## src/adsc_consts.svh

```systemverilog
`ifndef ADSC_CONSTS_SVH
`define ADSC_CONSTS_SVH

// ==========================================================================
// Command opcodes
`define ADSC_OP_RESET       8'h06
`define ADSC_OP_START       8'h08
`define ADSC_OP_STOP        8'h0a
`define ADSC_OP_RDATA       8'h12
`define ADSC_OP_READ_HI     3'h1
`define ADSC_OP_WRITE_HI    3'h2

// ==========================================================================
// Register offsets
`define ADSC_REG_DEPTH      32
`define ADSC_ADDR_RATE      5'h02
`define ADSC_ADDR_CONV      5'h03
`define ADSC_ADDR_GPIO      5'h04
`define ADSC_ADDR_POWER     5'h05
`define ADSC_ADDR_REF       5'h06
`define ADSC_ADDR_IROUTE    5'h0d
`define ADSC_ADDR_CURRENT_SOURCE_MAGNITUDE      5'h0e
`define ADSC_ADDR_GAIN      5'h10
`define ADSC_ADDR_INMUX     5'h11
`define ADSC_ADDR_BIAS      5'h12
`define ADSC_REG_WR_MASK    32'h0007607c
`define ADSC_REG_RESET      8'h00

// ==========================================================================
// Field positions
`define ADSC_CONV_SINGLE    4
`define ADSC_CONV_DLY_MSB   2
`define ADSC_POWER_DOWN     7
`define ADSC_GAIN_BYPASS    7
`define ADSC_GAIN_MSB       2

// ==========================================================================
// Timing
`define ADSC_CLK_PERIOD_NS  4
`define ADSC_RATE_SPS       20
`define ADSC_CONV_CYC       (1000000000 / (`ADSC_CLK_PERIOD_NS * `ADSC_RATE_SPS))
`define ADSC_DELAY_US       50
`define ADSC_DELAY_CYC      ((`ADSC_DELAY_US * 1000) / `ADSC_CLK_PERIOD_NS)

`endif

```

## src/adsc_pkg.sv

```systemverilog
package adsc_pkg;
    typedef logic [7:0]         adsc_byte_t;
    typedef logic signed [23:0] adsc_code_t;
    typedef enum logic [2:0] {
        ST_CMD,
        ST_WR,
        ST_RD,
        ST_RDATA,
        ST_SKIP
    } adsc_cmd_st_t;
endpackage

```

## src/adsc_link_if.sv

```systemverilog
interface adsc_link_if;
    import adsc_pkg::*;
    adsc_byte_t       rx_byte;
    logic             rx_valid;
    logic             frame_start;
    adsc_byte_t       tx_byte;
    logic             wr_en;
    logic [4:0]       wr_addr;
    adsc_byte_t       wr_data;
    logic [4:0]       rd_addr;
    adsc_byte_t       rd_data;
    logic             clr;
    logic [31:0][7:0] regs;
    modport shf  (output rx_byte, rx_valid, frame_start, input tx_byte);
    modport mem  (input wr_en, wr_addr, wr_data, rd_addr, clr, output rd_data, regs);
    modport core (input rx_byte, rx_valid, frame_start, rd_data, regs,
                  output tx_byte, wr_en, wr_addr, wr_data, rd_addr, clr);
endinterface

```

## src/adsc_spi_shift.sv

```systemverilog
module adsc_spi_shift (
    input  wire logic clk_in,
    input  wire logic rst_n_in,
    input  wire logic sclk_in,
    input  wire logic cs_n_in,
    input  wire logic mosi_in,
    output logic      miso_out,
    output logic      miso_oe_out,
    adsc_link_if.shf  lnk
);
    import adsc_pkg::*;

    // ======================================================================
    // Pin synchronisers and edge detection
    logic [2:0] sclk_q;
    logic [2:0] cs_q;
    logic [1:0] mosi_q;
    logic       rise;
    logic       fall;
    logic       active;

    always_ff @(posedge clk_in or negedge rst_n_in) begin
        if (!rst_n_in) begin
            sclk_q <= 3'h0;
            cs_q   <= 3'h7;
            mosi_q <= 2'h0;
        end else begin
            sclk_q <= {sclk_q[1:0], sclk_in};
            cs_q   <= {cs_q[1:0], cs_n_in};
            mosi_q <= {mosi_q[0], mosi_in};
        end
    end

    assign rise   = sclk_q[1] & ~sclk_q[2];
    assign fall   = ~sclk_q[1] & sclk_q[2];
    assign active = ~cs_q[1];
    assign lnk.frame_start = cs_q[2] & ~cs_q[1];

    // ======================================================================
    // Shift registers
    logic [2:0] cnt_q;
    logic [6:0] rx_q;
    logic [7:0] tx_q;
    logic [7:0] src;
    adsc_byte_t rx_byte_q;
    logic       rx_valid_q;
    logic       miso_q;
    logic       oe_q;

    assign src = (cnt_q == 3'h0) ? lnk.tx_byte : tx_q;

    always_ff @(posedge clk_in or negedge rst_n_in) begin
        if (!rst_n_in) begin
            cnt_q      <= 3'h0;
            rx_q       <= 7'h00;
            tx_q       <= 8'h00;
            rx_byte_q  <= 8'h00;
            rx_valid_q <= 1'b0;
            miso_q     <= 1'b0;
            oe_q       <= 1'b0;
        end else begin
            rx_valid_q <= 1'b0;
            oe_q       <= active;
            if (!active) begin
                cnt_q  <= 3'h0;
                miso_q <= 1'b0;
            end else if (rise) begin
                miso_q <= src[7];
                tx_q   <= {src[6:0], 1'b0};
            end else if (fall) begin
                rx_q  <= {rx_q[5:0], mosi_q[1]};
                cnt_q <= cnt_q + 3'h1;
                if (cnt_q == 3'h7) begin
                    rx_byte_q  <= {rx_q, mosi_q[1]};
                    rx_valid_q <= 1'b1;
                end
            end
        end
    end

    assign lnk.rx_byte  = rx_byte_q;
    assign lnk.rx_valid = rx_valid_q;
    assign miso_out     = miso_q;
    assign miso_oe_out  = oe_q;
endmodule

```

## src/adsc_regmem.sv

```systemverilog
`include "adsc_consts.svh"
module adsc_regmem #(
    parameter int unsigned DEPTH = `ADSC_REG_DEPTH
)(
    input  wire logic clk_in,
    input  wire logic rst_n_in,
    adsc_link_if.mem  lnk
);
    import adsc_pkg::*;

    localparam logic [31:0] WR_MASK = `ADSC_REG_WR_MASK;

    if (DEPTH < 19 || DEPTH > 32) begin : g_bad_depth
        $error("Register depth must lie between 19 and 32.");
    end

    // ======================================================================
    // Storage, one entry per address
    // Next values are built per entry and stored by one process.
    // This keeps a single driver on the shared register array.
    wire logic [31:0][7:0] regs_d;

    for (genvar i = 0; i < 32; i++) begin : g_reg
        if (i < DEPTH && WR_MASK[i]) begin : g_rw
            assign regs_d[i] = lnk.clr ? `ADSC_REG_RESET :
                               (lnk.wr_en && lnk.wr_addr == 5'(i)) ? lnk.wr_data
                               : lnk.regs[i];
        end else begin : g_ro
            assign regs_d[i] = `ADSC_REG_RESET;
        end
    end

    always_ff @(posedge clk_in or negedge rst_n_in) begin
        if (!rst_n_in) begin
            lnk.regs <= {32{`ADSC_REG_RESET}};
        end else begin
            lnk.regs <= regs_d;
        end
    end

    // ======================================================================
    // Registered read port
    always_ff @(posedge clk_in or negedge rst_n_in) begin
        if (!rst_n_in) begin
            lnk.rd_data <= 8'h00;
        end else begin
            lnk.rd_data <= lnk.regs[lnk.rd_addr];
        end
    end
endmodule

```

## src/adsc_top.sv

```systemverilog
`include "adsc_consts.svh"
module adsc_top #(
    parameter int unsigned CONV_CYC  = `ADSC_CONV_CYC,
    parameter int unsigned DELAY_CYC = `ADSC_DELAY_CYC
)(
    input  wire logic           ref_clk_in,
    input  wire logic           rst_n_in,
    input  wire logic           sclk_in,
    input  wire logic           cs_n_in,
    input  wire logic           mosi_in,
    output logic                miso_out,
    output logic                miso_oe_out,
    output logic                data_ready_n_out,
    input  wire adsc_pkg::adsc_code_t ratio_in,
    output logic                converting_out,
    output adsc_pkg::adsc_byte_t general_pin_control_out,
    output adsc_pkg::adsc_byte_t reference_select_out,
    output adsc_pkg::adsc_byte_t current_source_routing_out,
    output adsc_pkg::adsc_byte_t current_source_magnitude_out,
    output adsc_pkg::adsc_byte_t amplifier_gain_out,
    output adsc_pkg::adsc_byte_t input_multiplexer_out,
    output adsc_pkg::adsc_byte_t input_bias_control_out
);
    import adsc_pkg::*;

    if (CONV_CYC < 2 || CONV_CYC + DELAY_CYC > 32'h00ffffff) begin : g_bad_time
        $error("Conversion timing does not fit the 24-bit timer.");
    end

    // ======================================================================
    // Reset release
    logic rst_m_q;
    logic rst_q;

    always_ff @(posedge ref_clk_in or negedge rst_n_in) begin
        if (!rst_n_in) begin
            rst_m_q <= 1'b0;
            rst_q   <= 1'b0;
        end else begin
            rst_m_q <= 1'b1;
            rst_q   <= rst_m_q;
        end
    end

    // ======================================================================
    // Serial shifter and register storage
    adsc_link_if lnk ();

    adsc_spi_shift u_shift (
        .clk_in      (ref_clk_in),
        .rst_n_in    (rst_q),
        .sclk_in     (sclk_in),
        .cs_n_in     (cs_n_in),
        .mosi_in     (mosi_in),
        .miso_out    (miso_out),
        .miso_oe_out (miso_oe_out),
        .lnk         (lnk.shf)
    );

    adsc_regmem #(
        .DEPTH (`ADSC_REG_DEPTH)
    ) u_regs (
        .clk_in   (ref_clk_in),
        .rst_n_in (rst_q),
        .lnk      (lnk.mem)
    );

    adsc_byte_t rate_reg;
    adsc_byte_t conv_reg;
    adsc_byte_t power_reg;
    adsc_byte_t gain_reg;

    assign rate_reg  = lnk.regs[`ADSC_ADDR_RATE];
    assign conv_reg  = lnk.regs[`ADSC_ADDR_CONV];
    assign power_reg = lnk.regs[`ADSC_ADDR_POWER];
    assign gain_reg  = lnk.regs[`ADSC_ADDR_GAIN];

    // Analog front-end controls come straight from register flops.
    assign general_pin_control_out      = lnk.regs[`ADSC_ADDR_GPIO];
    assign reference_select_out         = lnk.regs[`ADSC_ADDR_REF];
    assign current_source_routing_out   = lnk.regs[`ADSC_ADDR_IROUTE];
    assign current_source_magnitude_out = lnk.regs[`ADSC_ADDR_CURRENT_SOURCE_MAGNITUDE];
    assign amplifier_gain_out           = gain_reg;
    assign input_multiplexer_out        = lnk.regs[`ADSC_ADDR_INMUX];
    assign input_bias_control_out       = lnk.regs[`ADSC_ADDR_BIAS];

    // ======================================================================
    // Command decode
    adsc_cmd_st_t st_q;
    logic         cmd_byte;
    logic         op_reset;
    logic         op_start;
    logic         op_stop;
    logic         op_rdata;
    logic         op_write;
    logic         op_read;
    logic [4:0]   wr_addr_q;
    logic [4:0]   rd_addr_q;
    logic [1:0]   idx_q;

    assign cmd_byte = lnk.rx_valid && st_q == ST_CMD;
    assign op_reset = cmd_byte && lnk.rx_byte == `ADSC_OP_RESET;
    assign op_start = cmd_byte && lnk.rx_byte == `ADSC_OP_START;
    assign op_stop  = cmd_byte && lnk.rx_byte == `ADSC_OP_STOP;
    assign op_rdata = cmd_byte && lnk.rx_byte == `ADSC_OP_RDATA;
    assign op_write = cmd_byte && lnk.rx_byte[7:5] == `ADSC_OP_WRITE_HI;
    assign op_read  = cmd_byte && lnk.rx_byte[7:5] == `ADSC_OP_READ_HI;
    assign lnk.clr  = op_reset;

    always_ff @(posedge ref_clk_in or negedge rst_q) begin
        if (!rst_q) begin
            st_q <= ST_CMD;
        end else if (lnk.frame_start) begin
            st_q <= ST_CMD;
        end else if (cmd_byte) begin
            if (op_write) begin
                st_q <= ST_WR;
            end else if (op_read) begin
                st_q <= ST_RD;
            end else if (op_rdata) begin
                st_q <= ST_RDATA;
            end else begin
                st_q <= ST_SKIP;
            end
        end
    end

    always_ff @(posedge ref_clk_in or negedge rst_q) begin
        if (!rst_q) begin
            wr_addr_q <= 5'h00;
            rd_addr_q <= 5'h00;
            idx_q     <= 2'h0;
        end else if (lnk.rx_valid) begin
            case (st_q)
                ST_CMD: begin
                    wr_addr_q <= lnk.rx_byte[4:0];
                    rd_addr_q <= lnk.rx_byte[4:0];
                    idx_q     <= 2'h0;
                end
                ST_WR: begin
                    wr_addr_q <= wr_addr_q + 5'h01;
                end
                ST_RD: begin
                    rd_addr_q <= rd_addr_q + 5'h01;
                end
                ST_RDATA: begin
                    idx_q <= idx_q + 2'h1;
                end
                default: begin
                    idx_q <= idx_q;
                end
            endcase
        end
    end

    assign lnk.wr_en   = lnk.rx_valid && st_q == ST_WR;
    assign lnk.wr_addr = wr_addr_q;
    assign lnk.wr_data = lnk.rx_byte;
    assign lnk.rd_addr = rd_addr_q;

    // ======================================================================
    // Conversion timing
    logic        run_q;
    logic [23:0] timer_q;
    logic        delay_on;
    logic        powered;
    logic        conv_pre;
    logic        conv_done;

    assign delay_on  = |conv_reg[`ADSC_CONV_DLY_MSB:0];
    assign powered   = ~power_reg[`ADSC_POWER_DOWN];
    assign conv_pre  = run_q && powered && timer_q == 24'h000001;
    assign conv_done = run_q && powered && timer_q == 24'h000000;
    assign converting_out = run_q;

    always_ff @(posedge ref_clk_in or negedge rst_q) begin
        if (!rst_q) begin
            run_q   <= 1'b0;
            timer_q <= 24'h000000;
        end else if (op_reset || op_stop) begin
            run_q   <= 1'b0;
            timer_q <= 24'h000000;
        end else if (op_start) begin
            run_q   <= 1'b1;
            timer_q <= 24'(CONV_CYC - 1);
        end else if (conv_done) begin
            run_q   <= ~conv_reg[`ADSC_CONV_SINGLE];
            timer_q <= 24'(CONV_CYC + (delay_on ? DELAY_CYC : 0) - 1);
        end else if (run_q && powered) begin
            timer_q <= timer_q - 24'h000001;
        end
    end

    // ======================================================================
    // Result scaling
    adsc_code_t        ratio_m_q;
    adsc_code_t        ratio_s_q;
    adsc_code_t        code_q;
    adsc_code_t        out_q;
    logic [2:0]        gain_sh;
    logic signed [31:0] scaled;

    assign gain_sh = gain_reg[`ADSC_GAIN_BYPASS] ? 3'h0 : gain_reg[`ADSC_GAIN_MSB:0];
    assign scaled  = 32'(signed'({{8{ratio_s_q[23]}}, ratio_s_q})) <<< gain_sh;

    always_ff @(posedge ref_clk_in or negedge rst_q) begin
        if (!rst_q) begin
            ratio_m_q <= 24'h000000;
            ratio_s_q <= 24'h000000;
        end else begin
            ratio_m_q <= ratio_in;
            ratio_s_q <= ratio_m_q;
        end
    end

    always_ff @(posedge ref_clk_in or negedge rst_q) begin
        if (!rst_q) begin
            code_q <= 24'h000000;
        end else if (op_reset) begin
            code_q <= 24'h000000;
        end else if (conv_done) begin
            if (scaled > 32'sh007fffff) begin
                code_q <= 24'h7fffff;
            end else if (scaled < -32'sh00800000) begin
                code_q <= 24'h800000;
            end else begin
                code_q <= scaled[23:0];
            end
        end
    end

    always_ff @(posedge ref_clk_in or negedge rst_q) begin
        if (!rst_q) begin
            out_q <= 24'h000000;
        end else if (op_rdata) begin
            out_q <= code_q;
        end
    end

    always_comb begin
        case (st_q)
            ST_RD:    lnk.tx_byte = lnk.rd_data;
            ST_RDATA: begin
                case (idx_q)
                    2'h0:    lnk.tx_byte = out_q[23:16];
                    2'h1:    lnk.tx_byte = out_q[15:8];
                    2'h2:    lnk.tx_byte = out_q[7:0];
                    default: lnk.tx_byte = 8'h00;
                endcase
            end
            default:  lnk.tx_byte = 8'h00;
        endcase
    end

    // ======================================================================
    // Data-ready output
    logic data_ready_n_n_q;

    always_ff @(posedge ref_clk_in or negedge rst_q) begin
        if (!rst_q) begin
            data_ready_n_n_q <= 1'b1;
        end else if (conv_done) begin
            data_ready_n_n_q <= 1'b0;
        end else if (conv_pre || op_rdata || op_reset) begin
            data_ready_n_n_q <= 1'b1;
        end
    end

    assign data_ready_n_out = data_ready_n_n_q;
endmodule

```

## config.mk

```make
export PLATFORM = sky130hd
export DESIGN_NAME = adsc_top
export DESIGN_NICKNAME = d
export VERILOG_FILES = /design/src/adsc_pkg.sv /design/src/adsc_link_if.sv /design/src/adsc_spi_shift.sv /design/src/adsc_regmem.sv /design/src/adsc_top.sv
export VERILOG_INCLUDE_DIRS = /design/src
export SDC_FILE = /design/constraint.sdc
export NUM_CORES = 1
export LEC_CHECK = 0
export BUFFER_PORTS_ARGS = -buffer_cell sky130_fd_sc_hd__buf_2
export CORE_MARGIN = 2
export CORE_UTILIZATION = 61
export DETAILED_ROUTE_END_ITERATION = 12
export PLACE_DENSITY = 0.82
export SLEW_MARGIN = 5
export SYNTH_ARGS = -nofsm -noshare
export SYNTH_HDL_FRONTEND = slang
export SYNTH_SLANG_ARGS = --single-unit
```

## constraint.sdc

```tcl
create_clock -name ref_clk_in -period 10.1 [get_ports ref_clk_in]
set_input_delay 0.505 -clock ref_clk_in [delete_from_list [all_inputs] [get_ports ref_clk_in]]
set_output_delay 0.505 -clock ref_clk_in [all_outputs]
set_load 0.05 [all_outputs]
```

=== Word level (Yosys, flattened, before mapping) ===
Cells that the tools add are included.

* Input bits: 29
* Bits in registers: 263
* Word-level logic and storage cells: 191

* Add/sub/neg operators: 7
* Bitwise operators: 9
* Equality and inequality tests: 24
* Shift operators: 1
* Magnitude comparators: 3
* Reduce and logical (&&, ||, !) cells: 56
* Muxes and demuxes: 57

{| class="wikitable"
|+ Operators with widths
! cell !! count
|-
| 2-to-1 mux 24 bit || 8
|-
| 2-to-1 mux 8 bit || 22
|-
| subtractor 24 x 1 -> 24 bit (second input constant) || 2
|-
| binary-select mux 8 bit (select 5 bit) || 1
|-
| nonzero test 2 bit || 18
|-
| > comparator 32 x 24 -> 1 bit (second input constant) || 1
|-
| < comparator 32 x 24 -> 1 bit (second input constant) || 1
|-
| <<< shifter 24 x 3 -> 32 bit || 1
|-
| 2-to-1 mux 3 bit || 9
|-
| adder 24 x 14 -> 24 bit (first input constant) || 1
|-
| == test 24 x 1 -> 1 bit (second input constant) || 1
|-
| zero test 24 bit || 1
|-
| one-hot mux 8 bit (3 select lines) || 1
|-
| logical AND 1 bit || 21
|-
| one-hot mux 5 bit (2 select lines) || 2
|-
| == test 8 x 4 -> 1 bit (second input constant) || 2
|-
| one-hot mux 8 bit (2 select lines) || 1
|-
| == test 5 x 3 -> 1 bit (second input constant) || 3
|-
| == test 5 bit (second input constant) || 3
|-
| 2-to-1 mux 14 bit || 1
|-
| 2-to-1 mux 1 bit || 11
|-
| adder 5 x 1 -> 5 bit (second input constant) || 2
|-
| == test 5 x 2 -> 1 bit (second input constant) || 2
|-
| == test 5 x 4 -> 1 bit (second input constant) || 2
|-
| other kinds (23) || 40
|}

=== Longest topological paths before layout ===
* Depth after elaboration: 8
* Depth in mapped cells: 10
* Gate-level depth less buffers: 8

=== Cells and area by module ===
Synthesis repeated with hierarchy kept, for this count alone.

* Cells, all modules: 1445
* Area total of the unflattened synthesis: 14191.1 um^2

{| class="wikitable"
|+ By module, submodules not included
! module !! sequential area each (um^2) !! area an instance (um^2) !! cells an instance !! instances
|-
| adsc_top || 3479.6 || 7085.5 || 748 || 1
|-
| adsc_regmem || 2202.1 || 5661.7 || 599 || 1
|-
| adsc_spi_shift || 904.6 || 1443.9 || 98 || 1
|}

=== Worst setup path after synthesis ===
No wires, ideal clock.

* Path type: register to register
* Start: reg run_q, in the netlist converting_out
* End: reg timer_q[0]
* Data required time: 10.026 ns
* Arrival: 2.448 ns
* Cell stages (with the launch flop): 9
* Slack: 7.578 ns
* Path buffers: 2
* Library setup time: 0.074 ns
* Path through: dfrtp_1 -> or4b_1 -> or4_4 -> o31a_1 -> buf_6 -> buf_6 -> a21oi_1 -> nand2_1 -> o21ai_2

* Word-level cells in the longest chain between the ends: 5
* Elaborated cells on any way between the ends: 6

{| class="wikitable"
|+ RTL lines
! element !! RTL line !! source
|-
| start: declaration || adsc_top.sv:163 || <nowiki>logic run_q;</nowiki>
|-
| start signal: assignment || adsc_top.sv:187 || <nowiki>run_q <= ~conv_reg[`ADSC_CONV_SINGLE];</nowiki>
|-
| logical AND 1 bit (*) || adsc_top.sv:173, adsc_top.sv:189 ||
|-
| logical AND 1 bit || adsc_top.sv:173 || <nowiki>assign conv_done = run_q && powered && timer_q == 24'h000000;</nowiki>
|-
| 2-to-1 mux 24 bit || adsc_top.sv:186 || <nowiki>end else if (conv_done) begin</nowiki>
|-
| 2-to-1 mux 24 bit || adsc_top.sv:183 || <nowiki>end else if (op_start) begin</nowiki>
|-
| 2-to-1 mux 24 bit || adsc_top.sv:180 || <nowiki>end else if (op_reset || op_stop) begin</nowiki>
|-
| end signal: assignment || adsc_top.sv:185 || <nowiki>timer_q <= 24'(CONV_CYC - 1);</nowiki>
|-
| end signal: assignment || adsc_top.sv:188 || <nowiki>timer_q <= 24'(CONV_CYC + (delay_on ? DELAY_CYC : 0) - 1);</nowiki>
|-
| end signal: assignment || adsc_top.sv:190 || <nowiki>timer_q <= timer_q - 24'h000001;</nowiki>
|-
| end: declaration || adsc_top.sv:164 || <nowiki>logic [23:0] timer_q;</nowiki>
|}

Mark *: on every way between the ends. The rest lies on a longest branch, timed or not.
A chain may end at the register's enable or synchronous reset.

=== Worst setup path after layout ===
* Start: reg u_regs.lnk.regs[128]
* End: reg code_q[20]

* Word-level cells in the longest chain between the ends: 7
* Elaborated cells on any way between the ends: 8

{| class="wikitable"
|+ RTL lines
! element !! RTL line !! source
|-
| start: declaration || adsc_link_if.sv:15 || <nowiki>modport mem (input wr_en, wr_addr, wr_data, rd_addr, clr, output rd_data, regs);</nowiki>
|-
| start signal: assignment || adsc_regmem.sv:35 || <nowiki>lnk.regs <= {32{`ADSC_REG_RESET}};</nowiki>
|-
| start signal: assignment || adsc_regmem.sv:37 || <nowiki>lnk.regs <= regs_d;</nowiki>
|-
| 2-to-1 mux 3 bit (*) || adsc_top.sv:203 || <nowiki>assign gain_sh = gain_reg[`ADSC_GAIN_BYPASS] ? 3'h0 : gain_reg[`ADSC_GAIN_MSB:0];</nowiki>
|-
| <<< shifter 24 x 3 -> 32 bit (*) || adsc_top.sv:204 || <nowiki>assign scaled = 32'(signed'({{8{ratio_s_q[23]}}, ratio_s_q})) <<< gain_sh;</nowiki>
|-
| < comparator 32 x 24 -> 1 bit || adsc_top.sv:224 || <nowiki>end else if (scaled < -32'sh00800000) begin</nowiki>
|-
| 2-to-1 mux 24 bit || adsc_top.sv:224 ||
|-
| 2-to-1 mux 24 bit (*) || adsc_top.sv:222 || <nowiki>if (scaled > 32'sh007fffff) begin</nowiki>
|-
| 2-to-1 mux 24 bit (*) || adsc_top.sv:221 || <nowiki>end else if (conv_done) begin</nowiki>
|-
| 2-to-1 mux 24 bit (*) || adsc_top.sv:219 || <nowiki>end else if (op_reset) begin</nowiki>
|-
| end signal: assignment || adsc_top.sv:227 || <nowiki>code_q <= scaled[23:0];</nowiki>
|-
| end: declaration || adsc_top.sv:198 || <nowiki>adsc_code_t code_q;</nowiki>
|}

Mark *: on every way between the ends. The rest lies on a longest branch, timed or not. The select of a mux whose other input is x is not followed.

==> results.sh <==
export IMPL_timing_rr_start="u_regs.lnk.regs[128]"
export IMPL_power_density_nw_per_um2=152
export IMPL_synth_top_cell_by_area="dfrtp_1"
export IMPL_relSlewSlack_pct=18.2
export IMPL_reg2reg_depth=6
export IMPL_fin_cells=1492
export IMPL_status="complete, no violations"
export IMPL_drive_gt1_share_pct=21.6
export IMPL_pwr_share_comb_pct=3.6
export IMPL_period_needed_ns=3.69
export IMPL_drtIter0Drc=1183
export IMPL_skew_ns=0.0113
export IMPL_finalSetupViolations=0
export IMPL_synth_edf_count=0
export IMPL_cp_cell_sequence="nor2b_2, mux2i_1, a2111oi_0, a211o_1, nand3_1, a21oi_1"
export IMPL_dp_hpwl_mm=19.6
export IMPL_syn_avg_cell_area_um2=10.7
export IMPL_layout_setup_ws_ns=6.41
export IMPL_syn_area_um2=13000
export IMPL_synth_seq_cells=263
export IMPL_hp_class="input pin to flip-flop"
export IMPL_totalPowerFinal_mw=2.11
export IMPL_critPathMaxFanout=24
export IMPL_antennaDiodeCount=0
export IMPL_drc=0
export IMPL_switchingPower_mw=0.461
export IMPL_yosys_warnings=0
export IMPL_internal_power_mw=1.65
export IMPL_cts_buffers=26
export IMPL_finalHoldViolCount=0
export IMPL_syn_to_final_growth_pct=7.12
export IMPL_grt_max_degree=201
export IMPL_slowest_stage="nor2b_2"
export IMPL_worst_pin_slew_ns=1.22
export IMPL_htree_num_levels=1
export IMPL_ys_flop_type="dfrtp_1"
export IMPL_critPathRequiredTime_ns=10.54
export IMPL_start_util_pct=61.9
export IMPL_yosysMostFrequentCell="dfrtp_1"
export IMPL_port_buffer_count=88
export IMPL_synthCells=1213
export IMPL_hold_path_depth=1
export IMPL_num_io_pins=89
export IMPL_drv_cap=0
export IMPL_final_util_pct=66.3
export IMPL_whs_ns=0.0747
export IMPL_cts_tree="built"
export IMPL_drv_slew=0
export IMPL_cts_sinks=263
export IMPL_drtPass1Iterations=5
export IMPL_drt_wl_total_mm=30.3
export IMPL_fin_tns_setup_ns=0
export IMPL_grt_use_total_pct=27.9
export IMPL_std_cell_rows=53
export IMPL_coreArea_um2=21000
export IMPL_async_reset_ff_share_pct=100
export IMPL_dieArea_um2=22400
export IMPL_cp_arrival_ns=4.13
export IMPL_r2r_setup_slack_ns=6.41
export IMPL_design_area_um2=13900
export IMPL_syn_nets=1256
export IMPL_max_freq_ghz=0.271
export IMPL_ir_worst_vdd_uv=142
export IMPL_gr_total_overflow=0
export IMPL_post_cts_buffers=0
export IMPL_whs_endpoint="ratio_m_q[0]"
export IMPL_dpl_worst_slack_ns=6.54
export IMPL_yosysTopAreaCellShare_pct=50.0
export IMPL_placed_area_um2=13100
export IMPL_period_share_pct=36.5
export IMPL_min_delay_start="ratio_in[0]"
export IMPL_cts_buffer_depth=3
export IMPL_die_h_um=150
export IMPL_die_w_um=150
export IMPL_wire_per_inst_um=20.3
export IMPL_critical_path_class="flip-flop to flip-flop"
export IMPL_pwr_share_seq_pct=52.3
export IMPL_antenna_left=0
export IMPL_grt_pass1_vias=9395
export IMPL_place_gp_congestion=0.968
export IMPL_clkPwrFrac_pct=44.1
export IMPL_synth_seq_area_share_pct=50.8
export IMPL_grt_pass1_wl_mm=50.1
export IMPL_critical_path_endpoint_type="flip-flop"
export IMPL_root_buffer="clkbuf_16"
export IMPL_dr_total_vias=9606
export IMPL_synth_top_cells_by_area="dfrtp_1 50%, mux2_2 6.5%, mux2i_1 3.9%"
export IMPL_clkTransAtPathRegs_ns=0.06
export IMPL_synthTopCellsByCount="259 x dfrtp_1, 127 x nand2_1, 79 x nor2_1, 75 x mux2_2, 75 x o21ai_0"
export IMPL_cpPeakStageDelay_ns=1.07
export IMPL_nets=1242
export IMPL_p_leak_nw=6.45
export IMPL_worstSkewPairLatency_ns=0.53
export IMPL_viasPerCell=6.44
export IMPL_placed_cells=1445
export IMPL_r2r_end="code_q[20]"
export IMPL_antenna_found_initial=0
export IMPL_rsz0062_at_grt="false"
export IMPL_startpoint_type="flip-flop"
export IMPL_switching_share_pct=21.9
export IMPL_synth_cell_types=78
==> cell usage in the layout (no fill, tap or decap), types with 33 or more instances in the layout <==
master / netlist / layout
dfrtp_1: 259 / 258
nand2_1: 127 / 127
buf_2: 16 / 88
nor2_1: 79 / 78
mux2_2: 75 / 75
o21ai_0: 75 / 75
a21oi_1: 67 / 67
mux2i_1: 51 / 51
nand3_1: 38 / 38
a22o_1: 33 / 33
==> logic make-up after synthesis <==
kind of cell	share of synthesized area (%)
and+or+nand+nor	12.7
AOI/OAI and AO/OA	15.0
DFF	50.8
buffers and inverters	6.66
muxes	12.9
adders and majority gates	1.35
xor gates and xnor gates	0.608
other	0.0289
==> flip-flops by register name, indices dropped and copies added (netlist names), 5 cells and up <==
name                 flops
u_regs.lnk.regs         80
code_q                  24
out_q                   24
ratio_m_q               24
ratio_s_q               24
timer_q                 24
u_regs.lnk.rd_data       8
u_shift.lnk.rx_byte      8
u_shift.rx_q             7
u_shift.tx_q             7
lnk.rd_addr              5
lnk.wr_addr              5
==> cell type report <==
cell class | instances | area (um2)
Sequential cell | 263 | 6590
Timing Repair Buffer | 101 | 553
Clock buffer | 39 | 751
Clock inverter | 7 | 60.1
Inverter | 16 | 60.1
Tap cell | 275 | 344
Multi-Input combinational cell | 791 | 5530
Fill cell | 1587 | 7070
==> power groups by stage <==
stage | Combinational, mW | Clock (mW) | Sequential [mW]
after floorplan | 0.0411 | 0 | 1.13
after CTS | 0.0769 | 0.939 | 1.10
final | 0.0756 | 0.931 | 1.10
after global routing | 0.0859 | 0.985 | 1.11
after global placement | 0.0732 | 0 | 1.12
after detailed placement | 0.0761 | 0 | 1.12
==> layer usage <==
| metal | global-route usage (%) | part of all wire (%) | wire length (um) |
|---|---|---|---|
| met1 | 40.4 | 42 | 12900 |
| met2 | 44.6 | 48 | 14700 |
| met5 | 0 | 0 | 0 |
| met3 | 3.75 | 6.9 | 2100 |
| met4 | 7.78 | 2.4 | 733 |
==> critical path, delay by kind of cell, from the launching register on <==
family | cells | cell delay, ns
flops | 1 | 0.78
mux | 1 | 0.26
simple gates | 2 | 1.25
compound gates | 3 | 1.31
==> what timing repair did <==
| action | 4_1_cts | 5_1_grt |
|---|---|---|
| gates resized for setup | 0 | 0 |
| hold endpoints to repair | 2 | 0 |
| hold buffers | 1 | 0 |
==> worst max-delay path by stage <==
stage / start / endpoint / slack [ns] / depth (start not counted)
final: u_regs.lnk.regs[128] / code_q[20] / 6.41 / 6
after global routing: u_regs.lnk.regs[128] / code_q[10] / 6.05 / 6
after CTS: u_regs.lnk.regs[128] / code_q[18] / 6.48 / 6
after detailed placement: u_regs.lnk.regs[128] / code_q[18] / 6.54 / 6
after global placement: u_regs.lnk.regs[128] / code_q[10] / 6.74 / 6
after floorplan: rst_q / code_q[0] / 2.23 / 0
Note: power is estimated with default switching activity, not from simulation.
